## src/hw/scm_defines.svh

```systemverilog
/*
 * Register map, field positions, reset values and oscillator counts
 * for the system clock and mode controller.
 * Assumes inclusion by bare name from the design files.
 */
`ifndef SCM_DEFINES_SVH
`define SCM_DEFINES_SVH

// Register byte addresses
`define SCM_ADDR_MODE   8'h00
`define SCM_ADDR_CTRL   8'h04
`define SCM_ADDR_STAT   8'h08
`define SCM_ADDR_W      8

// Mode register fields
`define SCM_CKS_HI      7
`define SCM_CKS_LO      5
`define SCM_FAST_BIT    4
`define SCM_LRDY_BIT    3
`define SCM_HRDY_BIT    2
`define SCM_IDLE_BIT    1
`define SCM_HL_BIT      0
`define SCM_MODE_RST    8'h03

// Control register fields
`define SCM_KEEP_BIT    0
`define SCM_LVD_BIT     1
`define SCM_WDT_BIT     2
`define SCM_CTRL_RST    3'h0

// Divider codes
`define SCM_CKS_FIRST_H 3'h2
`define SCM_CKS_TOP     4'h8

// Ready delays in oscillator cycles
`define SCM_LXT_CYCLES  10'h080
`define SCM_INTERNAL_LOW_RC_CYCLES 10'h002
`define SCM_HXT_CYCLES  10'h200
`define SCM_INTERNAL_HIGH_RC_CYCLES 10'h010

`endif

```

## src/hw/scm_pkg.sv

```systemverilog
/*
 * Types shared by the clock and mode controller files.
 * Assumes nothing beyond a SystemVerilog compiler.
 */
package scm_pkg;

	// Operating modes
	typedef enum logic [2:0] {
		SCM_NORMAL,
		SCM_SLOW,
		SCM_IDLE_OFF,
		SCM_IDLE_ON,
		SCM_DEEP_SLEEP,
		SCM_WDT_SLEEP
	} scm_mode_e;

endpackage

```

## src/hw/scm_tick_div.sv

```systemverilog
/*
 * Divides a tick stream by a power of two from 1 to 64.
 * Assumes the input tick is a one-cycle pulse synchronous to pclk.
 */
`timescale 1ns/100ps
`include "scm_defines.svh"

module scm_tick_div #(
	parameter int WIDTH = 6
) (
	// Clock and reset
	input  wire logic             pclk,
	input  wire logic             presetn,
	// Source and ratio
	input  wire logic             tick_in,
	input  wire logic [2:0]       shift,
	// Divided tick
	output logic                  tick_out
);

	logic [WIDTH-1:0] count;
	logic [WIDTH-1:0] mask;

	// Mask of low bits that must all be set for a pulse
	assign mask = WIDTH'((1 << shift) - 1);

	// Free counter of source ticks
	always_ff @(posedge pclk or negedge presetn) begin
		if (!presetn)
			count <= '0;
		else if (tick_in)
			count <= count + WIDTH'(1);
	end

	// One pulse every 2^shift source ticks, or every 2^WIDTH when shift exceeds WIDTH
	always_ff @(posedge pclk or negedge presetn) begin
		if (!presetn)
			tick_out <= 1'b0;
		else
			tick_out <= tick_in && ((count & mask) == mask);
	end

endmodule

```

## src/hw/scm_osc_ready.sv

```systemverilog
/*
 * Oscillator ready flag: low while held, high after a count of
 * oscillator ticks once released.
 * Assumes ticks are one-cycle pulses from a running oscillator.
 */
`timescale 1ns/100ps
`include "scm_defines.svh"

module scm_osc_ready #(
	parameter int WIDTH = 10
) (
	// Clock and reset
	input  wire logic             pclk,
	input  wire logic             presetn,
	// Control
	input  wire logic             hold,
	input  wire logic             tick,
	input  wire logic [WIDTH-1:0] limit,
	// Flag
	output logic                  ready
);

	logic [WIDTH-1:0] count;

	// Count ticks until the limit, restart on hold
	always_ff @(posedge pclk or negedge presetn) begin
		if (!presetn) begin
			count <= '0;
			ready <= 1'b0;
		end else if (hold) begin
			count <= '0;
			ready <= 1'b0;
		end else if (tick && !ready) begin
			count <= count + WIDTH'(1);
			ready <= (count + WIDTH'(1)) >= limit;
		end
	end

endmodule

```

## src/hw/scm_clock_mode.sv

```systemverilog
/*
 * System clock selection and operating mode control, with an APB
 * register file. Oscillators appear as one-cycle tick inputs and the
 * clocks it hands out are tick enables.
 * Assumes oscillator ticks and CPU strobes synchronous to pclk.
 */
// What this block does
// (RL1) System clock from high or substitute clock
// (RL2) High clock: crystal or RC by option
// (RL3) Substitute clock: crystal or RC by option
// (RL4) Divided high clock spans /2 to /64
// (RL5) Substitute and time base from low oscillator
// (RL6) Substitute clock bridges wake-up when enabled; not with the RC high clock
// (RL7) Substitute system clock stops high oscillator
// (RL8) Normal mode: high clock divided 1..64
// (RL9) Slow mode: low clock, high off
// (RL10) Deep sleep stops CPU, substitute, watchdog
// (RL11) Low voltage detect on blocks deep sleep
// (RL12) Watchdog sleep keeps substitute clock running
// (RL13) Idle-off stops CPU and high oscillator
// (RL14) Idle-on keeps system oscillator for peripherals
// (RL15) Watchdog picks sleep kind; time base gating
// (RL16) Divider codes map substitute, /64../2
// (RL17) Low ready after 128 or 2 ticks
`timescale 1ns/100ps
`include "scm_defines.svh"

module scm_clock_mode (
	// APB
	input  wire logic        pclk,
	input  wire logic        presetn,
	input  wire logic        psel,
	input  wire logic        penable,
	input  wire logic        pwrite,
	input  wire logic [7:0]  paddr,
	input  wire logic [31:0] pwdata,
	output logic             pready,
	output logic [31:0]      prdata,
	output logic             pslverr,
	// Configuration options, 1 selects the RC oscillator
	input  wire logic        high_src_rc,
	input  wire logic        low_src_rc,
	// Oscillator ticks
	input  wire logic        high_osc_tick,
	input  wire logic        low_osc_tick,
	// CPU events
	input  wire logic        halt_req,
	input  wire logic        wake_req,
	// Clock enables and status
	output logic             system_clock,
	output logic             substitute_clock,
	output logic             time_base_clock,
	output logic             high_speed_clock,
	output logic             high_osc_enable,
	output logic             low_osc_enable,
	output logic             cpu_run,
	output logic             watchdog_run,
	output logic [2:0]       mode
);

	logic [2:0]          clock_divider_select;
	logic                fast_wake_enable;
	logic                idle_select;
	logic                high_low_clock_select;
	logic                idle_keep_clock;
	logic                low_voltage_detect_enable;
	logic                watchdog_enable;
	logic                low_osc_ready_flag;
	logic                high_osc_ready_flag;
	logic                temp_sub;
	logic                high_div_tick;
	logic                sel_sub;
	logic [2:0]          div_shift;
	logic [7:0]          mode_reg_view;
	logic                wr_en;
	logic                addr_ok;
	localparam logic [7:0] mode_reset_value = `SCM_MODE_RST;
	scm_pkg::scm_mode_e  state;
	scm_pkg::scm_mode_e  next_state;
	scm_pkg::scm_mode_e  run_mode;

	////////////////////////////////////////////////////////////////////
	// Clock source decode

	// Codes 000 and 001 both mean the substitute clock
	assign sel_sub = !high_low_clock_select &&
		(clock_divider_select < `SCM_CKS_FIRST_H); // RL16 RL1
	// 010 gives /64, halving up to 111 for /2; select high gives /1
	assign div_shift = high_low_clock_select ? 3'h0 :
		3'(`SCM_CKS_TOP - {1'b0, clock_divider_select}); // RL16 RL4 RL8
	assign run_mode = sel_sub ? scm_pkg::SCM_SLOW : scm_pkg::SCM_NORMAL;

	// High clock source is whichever oscillator the option chose
	scm_tick_div #(
		.WIDTH(6)
	) u_div (
		.pclk     (pclk),
		.presetn  (presetn),
		.tick_in  (high_osc_tick && high_osc_enable), // RL2
		.shift    (div_shift),
		.tick_out (high_div_tick)
	);

	////////////////////////////////////////////////////////////////////
	// Operating mode machine

	// Halt picks the CPU-off mode; wake returns to the running mode
	always_comb begin
		next_state = state;
		case (state)
			scm_pkg::SCM_NORMAL, scm_pkg::SCM_SLOW: begin
				if (halt_req) begin
					if (idle_select)
						next_state = idle_keep_clock ? scm_pkg::SCM_IDLE_ON // RL14
							: scm_pkg::SCM_IDLE_OFF; // RL13
					else if (watchdog_enable)
						next_state = scm_pkg::SCM_WDT_SLEEP; // RL12 RL15
					else if (!low_voltage_detect_enable) // RL11
						next_state = scm_pkg::SCM_DEEP_SLEEP; // RL10 RL15
					// Low voltage detect on: halt is refused
				end else begin
					next_state = run_mode;
				end
			end
			scm_pkg::SCM_IDLE_OFF, scm_pkg::SCM_IDLE_ON,
			scm_pkg::SCM_DEEP_SLEEP, scm_pkg::SCM_WDT_SLEEP: begin
				if (wake_req)
					next_state = run_mode;
			end
			default: next_state = run_mode;
		endcase
	end

	// Mode state
	always_ff @(posedge pclk or negedge presetn) begin
		if (!presetn)
			state <= scm_pkg::SCM_NORMAL;
		else
			state <= next_state;
	end

	// Fast wake: run from the substitute clock until the crystal is up
	always_ff @(posedge pclk or negedge presetn) begin
		if (!presetn)
			temp_sub <= 1'b0;
		else if (cpu_run && high_osc_ready_flag)
			temp_sub <= 1'b0;
		else if (wake_req && !cpu_run && fast_wake_enable && !high_src_rc && !sel_sub)
			temp_sub <= 1'b1; // RL6
	end

	////////////////////////////////////////////////////////////////////
	// Oscillator gating and ready flags

	// High oscillator runs only where the system clock needs it
	assign high_osc_enable = !sel_sub &&
		(state == scm_pkg::SCM_NORMAL || state == scm_pkg::SCM_IDLE_ON); // RL7 RL9 RL13
	// Low oscillator stops only in deep sleep
	assign low_osc_enable = state != scm_pkg::SCM_DEEP_SLEEP; // RL10 RL12

	// Low oscillator ready: cleared in deep sleep, counts after wake
	scm_osc_ready #(
		.WIDTH(10)
	) u_low_rdy (
		.pclk    (pclk),
		.presetn (presetn),
		.hold    (!low_osc_enable),
		.tick    (low_osc_tick),
		.limit   (low_src_rc ? `SCM_INTERNAL_LOW_RC_CYCLES : `SCM_LXT_CYCLES), // RL17
		.ready   (low_osc_ready_flag)
	);

	// High oscillator ready, same scheme
	scm_osc_ready #(
		.WIDTH(10)
	) u_high_rdy (
		.pclk    (pclk),
		.presetn (presetn),
		.hold    (!high_osc_enable),
		.tick    (high_osc_tick),
		.limit   (high_src_rc ? `SCM_INTERNAL_HIGH_RC_CYCLES : `SCM_HXT_CYCLES),
		.ready   (high_osc_ready_flag)
	);

	////////////////////////////////////////////////////////////////////
	// Clock enables out

	// Registered so the enables are glitch free for their consumers
	always_ff @(posedge pclk or negedge presetn) begin
		if (!presetn) begin
			system_clock     <= 1'b0;
			substitute_clock <= 1'b0;
			time_base_clock  <= 1'b0;
			high_speed_clock <= 1'b0;
		end else begin
			case (state)
				scm_pkg::SCM_NORMAL:
					system_clock <= temp_sub ? low_osc_tick : high_div_tick; // RL6 RL8
				scm_pkg::SCM_SLOW:
					system_clock <= low_osc_tick; // RL9
				scm_pkg::SCM_IDLE_ON:
					system_clock <= sel_sub ? low_osc_tick : high_div_tick; // RL14
				default:
					system_clock <= 1'b0; // RL10 RL13
			endcase
			substitute_clock <= low_osc_enable && low_osc_tick; // RL3 RL5
			time_base_clock  <= low_osc_tick && state != scm_pkg::SCM_DEEP_SLEEP &&
				state != scm_pkg::SCM_WDT_SLEEP; // RL5 RL15
			// No undivided high clock for peripherals while it is stopped
			high_speed_clock <= high_osc_enable && high_osc_tick; // RL7
		end
	end

	assign cpu_run      = state == scm_pkg::SCM_NORMAL || state == scm_pkg::SCM_SLOW;
	assign watchdog_run = watchdog_enable && state != scm_pkg::SCM_DEEP_SLEEP; // RL10
	assign mode         = state;

	////////////////////////////////////////////////////////////////////
	// APB registers

	assign addr_ok = paddr == `SCM_ADDR_MODE || paddr == `SCM_ADDR_CTRL ||
		paddr == `SCM_ADDR_STAT;
	assign wr_en   = psel && penable && pwrite && addr_ok;
	assign pready  = psel && penable;
	assign pslverr = psel && penable && !addr_ok;

	// Mode register view, ready flags are read only
	assign mode_reg_view = {clock_divider_select, fast_wake_enable, low_osc_ready_flag,
		high_osc_ready_flag, idle_select, high_low_clock_select};

	// Mode register fields
	always_ff @(posedge pclk or negedge presetn) begin
		if (!presetn) begin
			{clock_divider_select, fast_wake_enable} <= mode_reset_value[`SCM_CKS_HI:`SCM_FAST_BIT];
			idle_select           <= mode_reset_value[`SCM_IDLE_BIT];
			high_low_clock_select <= mode_reset_value[`SCM_HL_BIT];
		end else if (wr_en && paddr == `SCM_ADDR_MODE) begin
			clock_divider_select  <= pwdata[`SCM_CKS_HI:`SCM_CKS_LO];
			fast_wake_enable      <= pwdata[`SCM_FAST_BIT];
			idle_select           <= pwdata[`SCM_IDLE_BIT];
			high_low_clock_select <= pwdata[`SCM_HL_BIT];
		end
	end

	// Control register fields
	always_ff @(posedge pclk or negedge presetn) begin
		if (!presetn) begin
			{watchdog_enable, low_voltage_detect_enable, idle_keep_clock} <= `SCM_CTRL_RST;
		end else if (wr_en && paddr == `SCM_ADDR_CTRL) begin
			idle_keep_clock           <= pwdata[`SCM_KEEP_BIT];
			low_voltage_detect_enable <= pwdata[`SCM_LVD_BIT]; // RL11
			watchdog_enable           <= pwdata[`SCM_WDT_BIT];
		end
	end

	// Read data captured in the setup phase
	always_ff @(posedge pclk or negedge presetn) begin
		if (!presetn)
			prdata <= 32'h0000_0000;
		else if (psel && !penable) begin
			case (paddr)
				`SCM_ADDR_MODE: prdata <= {24'h00_0000, mode_reg_view};
				`SCM_ADDR_CTRL: prdata <= {29'h0, watchdog_enable,
					low_voltage_detect_enable, idle_keep_clock};
				`SCM_ADDR_STAT: prdata <= {27'h0, temp_sub, cpu_run, mode};
				default:        prdata <= 32'h0000_0000;
			endcase
		end
	end

	////////////////////////////////////////////////////////////////////
	// Assertions

	// Refused halt leaves the CPU running
	property p_lvd_blocks;
		@(posedge pclk) disable iff (!presetn)
		cpu_run && halt_req && !idle_select && !watchdog_enable && low_voltage_detect_enable
			|=> cpu_run;
	endproperty
	a_lvd_blocks: assert property (p_lvd_blocks) else $error("halt entered sleep with lvd on"); // RL11

	property p_deep;
		@(posedge pclk) disable iff (!presetn)
		cpu_run && halt_req && !idle_select && !watchdog_enable && !low_voltage_detect_enable
			|=> state == scm_pkg::SCM_DEEP_SLEEP ##1 !substitute_clock && !watchdog_run;
	endproperty
	a_deep: assert property (p_deep) else $error("deep sleep not entered or clock left on"); // RL10

	property p_wdt_sleep;
		@(posedge pclk) disable iff (!presetn)
		cpu_run && halt_req && !idle_select && watchdog_enable
			|=> state == scm_pkg::SCM_WDT_SLEEP && low_osc_enable;
	endproperty
	a_wdt_sleep: assert property (p_wdt_sleep) else $error("watchdog sleep wrong"); // RL12

	property p_idle_off;
		@(posedge pclk) disable iff (!presetn)
		cpu_run && halt_req && idle_select && !idle_keep_clock
			|=> !cpu_run && !high_osc_enable ##1 !system_clock;
	endproperty
	a_idle_off: assert property (p_idle_off) else $error("idle-off left a clock on"); // RL13

	property p_idle_on;
		@(posedge pclk) disable iff (!presetn)
		cpu_run && halt_req && idle_select && idle_keep_clock && !sel_sub
			|=> state == scm_pkg::SCM_IDLE_ON && high_osc_enable;
	endproperty
	a_idle_on: assert property (p_idle_on) else $error("idle-on stopped oscillator"); // RL14

	property p_slow_high_off;
		@(posedge pclk) disable iff (!presetn)
		state == scm_pkg::SCM_SLOW |-> !high_osc_enable ##1 !high_speed_clock;
	endproperty
	a_slow_high_off: assert property (p_slow_high_off) else $error("high clock on in slow"); // RL7

	property p_tbc_sleep;
		@(posedge pclk) disable iff (!presetn)
		(state == scm_pkg::SCM_WDT_SLEEP)[*2] |-> !time_base_clock;
	endproperty
	a_tbc_sleep: assert property (p_tbc_sleep) else $error("time base ran in sleep"); // RL15

	property p_code_sub;
		@(posedge pclk) disable iff (!presetn)
		!high_low_clock_select && clock_divider_select == 3'h1 && !halt_req && cpu_run
			|=> state == scm_pkg::SCM_SLOW;
	endproperty
	a_code_sub: assert property (p_code_sub) else $error("code 001 not substitute"); // RL16

	property p_lrdy_cleared;
		@(posedge pclk) disable iff (!presetn)
		state == scm_pkg::SCM_DEEP_SLEEP |=> !low_osc_ready_flag;
	endproperty
	a_lrdy_cleared: assert property (p_lrdy_cleared) else $error("low ready high in deep sleep"); // RL17

endmodule

```

## config.mk

```make
export PLATFORM = sky130hd
export DESIGN_NAME = scm_clock_mode
export DESIGN_NICKNAME = d
export VERILOG_FILES = /design/src/hw/scm_pkg.sv /design/src/hw/scm_tick_div.sv /design/src/hw/scm_osc_ready.sv /design/src/hw/scm_clock_mode.sv
export VERILOG_INCLUDE_DIRS = /design/src /design/src/hw
export SDC_FILE = /design/constraint.sdc
export NUM_CORES = 1
export LEC_CHECK = 0
export ABC_AREA = 1
export BUFFER_PORTS_ARGS = -buffer_cell sky130_fd_sc_hd__buf_4
export CAP_MARGIN = 20
export CORE_ASPECT_RATIO = 1.75
export CORE_MARGIN = 1.5
export CORE_UTILIZATION = 40
export DETAILED_ROUTE_END_ITERATION = 8
export GPL_ROUTABILITY_DRIVEN = 0
export HOLD_SLACK_MARGIN = 0.12
export SYNTH_ARGS = -nofsm -noshare
export SYNTH_HDL_FRONTEND = slang
export SYNTH_HIERARCHICAL = 1
export SYNTH_SLANG_ARGS = --single-unit
```

## constraint.sdc

```tcl
create_clock -name pclk -period 2.4 [get_ports pclk]
set_clock_uncertainty 0.15 [all_clocks]
set_input_delay 0.48 -clock pclk [delete_from_list [all_inputs] [get_ports pclk]]
set_output_delay 0.48 -clock pclk [all_outputs]
set_load 0.03 [all_outputs]
```

==> impl_metrics.env <==
export IMPL_antenna_found_initial=0
export IMPL_drtIter0Drc=121
export IMPL_critical_path_class="reg -> reg"
export IMPL_critPathMaxStageDelay_ns=0.40
export IMPL_timing_final_crit_share=0.8999
export IMPL_syn_area_um2=3815
export IMPL_max_slew_margin=0.5353
export IMPL_first_global_vias=3196
export IMPL_cts_root_buf="clkbuf_16"
export IMPL_grt_util_all_layers=0.1699
export IMPL_drv_cap=0
export IMPL_synth_cell_type_count=36
export IMPL_first_pass_iters=4
export IMPL_cts_made_buffers=5
export IMPL_dp_hpwl_um=6429
export IMPL_die_area_um2=10160
export IMPL_p_leak_nw=2.530
export IMPL_outcome="finished, final reports clean"
export IMPL_cp_required_ns=2.49
export IMPL_h_tree_depth=2
export IMPL_finalMaxSlewViolations=0
export IMPL_nets=658
export IMPL_yosys_register_bits=54
export IMPL_finalInstanceArea_um2=4507
export IMPL_crit_slowest_cell="dfrtp_1"
export IMPL_yosys_top_cells_count="nand2_1 (138), inv_1 (100), dfrtp_1 (52)"
export IMPL_worst_ir_drop_vdd_mv=0.4513
export IMPL_drt_wirelength_per_cell_um=11.32
export IMPL_cp_startpoint="u_low_rdy/count[0]"
export IMPL_cpMostUsedCell="nand2_1"
export IMPL_grt_max_degree=55
export IMPL_drc_errors=0
export IMPL_r2r_start="u_low_rdy/count[0]"
export IMPL_setup_violations_final=0
export IMPL_area_growth_pct=18.14
export IMPL_total_power_mw=2.540
export IMPL_antenna_cells=0
export IMPL_synth_area_per_cell_um2=7.466
export IMPL_yosysTopAreaCellShare=0.3411
export IMPL_rsz0062_at_grt="false"
export IMPL_yosys_area_top_type="dfrtp_1"
export IMPL_vias_per_cell=4.521
export IMPL_worstSkewPairLatency_ns=0.29
export IMPL_synth_most_common_cell="nand2_1"
export IMPL_core_area_um2=9350
export IMPL_whs_ns=0.07142
export IMPL_min_delay_path_class="in -> async"
export IMPL_ant_nets=0
export IMPL_yosys_warnings=6
export IMPL_arrival_ns=2.25
export IMPL_fin_crit_ns=2.160
export IMPL_ys_flop_type="dfrtp_1"
export IMPL_grt_first_pass_wirelength_um=14010
export IMPL_postCtsHoldBufs=0
export IMPL_grt_overflow=0
export IMPL_clockBufferDepth=2
export IMPL_r2r_setup_slack_ns=0.24
export IMPL_drt_wl_total_um=7994
export IMPL_reg2reg_to="u_low_rdy/ready"
export IMPL_tritoncts="done"
export IMPL_port_buffers=46
export IMPL_drive_gt1_frac=0.1866
export IMPL_placementRows=47
export IMPL_die_width_um=76.83
export IMPL_worst_slew_pin_slew_ns=0.6970
export IMPL_cp_max_fo=5
export IMPL_finalWorstSetupSlack_ns=0.2403
export IMPL_endpoint_kind="flop"
export IMPL_synth_area_leaders="dfrtp_1 (34%), nand2_1 (14%), inv_1 (9.8%)"
export IMPL_start_util=0.4080
export IMPL_syn_instance_count=511
export IMPL_p_per_area_nw_per_um2=563.5
export IMPL_hold_viol_final=0
export IMPL_synth_edf_count=0
export IMPL_crit_family="simple AND/OR/NAND/NOR gates"
export IMPL_final_setup_tns_ns=0
export IMPL_cp_buffers_inverters=0
export IMPL_pre_cts_ws_ns=0.2157
export IMPL_path_cells="ha_1, nand2_2, nor2_4, nand4_1, and2_1, ha_1, nand2_1, nor2_1, nand3_1, nand3_1, nand2_1, nand2_1"
export IMPL_clkTransAtPathRegs_ns=0.07
export IMPL_postPlaceCellArea_um2=4298
export IMPL_vias=3192
export IMPL_postSynth_asyncResetShare=1.000
export IMPL_ios=96
export IMPL_yosysSeqAreaShare=0.3549
export IMPL_rr_worst_depth=12
export IMPL_fp_dieH_um=132.2
export IMPL_clock_sinks=54
export IMPL_startpoint_type="flop"
export IMPL_timing_fmax_ghz=0.4630
state kept, by name, summed over array words and instances (netlist names):
name / cells
substitute_clock: 1
u_high_rdy/ready: 1
idle_keep_clock: 1
prdata: 8
temp_sub: 1
mode: 3
high_low_clock_select: 1
clock_divider_select: 3
high_speed_clock: 1
time_base_clock: 1
fast_wake_enable: 1
u_high_rdy/count: 10
u_low_rdy/count: 10
idle_select: 1
watchdog_enable: 1
u_div/count: 6
u_low_rdy/ready: 1
low_voltage_detect_enable: 1
system_clock: 1
u_div/tick_out: 1
worst reg2reg max path: stages (launching register included):
cell	delay [ns]
dfrtp_1	0.40
ha_1	0.21
nand2_2	0.09
nor2_4	0.15
nand4_1	0.12
and2_1	0.18
ha_1	0.27
nand2_1	0.06
nor2_1	0.15
nand3_1	0.10
nand3_1	0.08
nand2_1	0.07
nand2_1	0.06
through the flow:
step                      std cells    util
after floorplan                 550       -
after global placement          697  0.4597
after detailed placement        697  0.4597
after CTS                       705  0.4809
after global routing            706  0.4820
final                           706  0.4820
cells in the final DEF (no fill, tap or decap), types with 5 or more instances in the layout:
cell	count
nand4_1	5
nor2_2	7
nand2_1	137
nor2_1	25
nand2_2	14
a21oi_1	5
o21ai_0	13
buf_4	51
nor2_4	9
nand3_1	39
inv_1	100
conb_1	40
xor2_1	9
o21ai_1	6
o22ai_1	6
dfrtp_1	52
ha_1	24
clkbuf_16	5
o21ai_2	7
final cells by class:
cell class / instances / area [um2]
fillers: 938 / 4843
multi-input cells: 370 / 2039
flip-flops and latches: 54 / 1354
repair buffers: 51 / 382.9
inverters: 101 / 379.1
well taps: 122 / 152.6
clock buffers: 6 / 138.9
clock inverters: 2 / 60.06
cells by family (layout without fill, tap and decap cells):
family | Yosys count | after routing | share of synthesized area
simple gates | 250 | 250 | 0.3119
buf+inv | 126 | 160 | 0.1496
flops | 54 | 54 | 0.3549
compound gates | 44 | 44 | 0.07183
fa+ha+maj | 24 | 24 | 0.07871
xor+xnor | 11 | 11 | 0.02919
other cells | 1 | 40 | 0.0009830
mux | 1 | 1 | 0.002952
what timing repair did:
action | 4_1_cts | 5_1_grt
setup endpoints to repair | 0 | 2
resized for setup | 0 | 1
buffers inserted | 0 | 1
worst max path at each step:
stage                            end  slack, ns  depth (start not counted)
finish               u_low_rdy/ready       0.24                         12
global route         u_low_rdy/ready      0.005                         12
CTS                 u_high_rdy/ready       0.18                         12
detailed placement  u_high_rdy/ready       0.22                         12
global placement    u_high_rdy/ready       0.24                         12
floorplan             u_div/count[5]      0.006                         10
metal layers:
layer,global-route usage,routed length (um),up-vias
met5,0,0,-
met4,0.06584,184,0
met3,0.02630,260,11
met2,0.3220,4452,62
met1,0.1844,3097,1468
li1,-,-,1651
power by group:
group | internal, mW | switching (mW)
combinational | 0.199 | 0.367
sequential | 0.962 | 0.0578
clock | 0.626 | 0.328
Note: power is estimated with default switching activity, not from simulation.
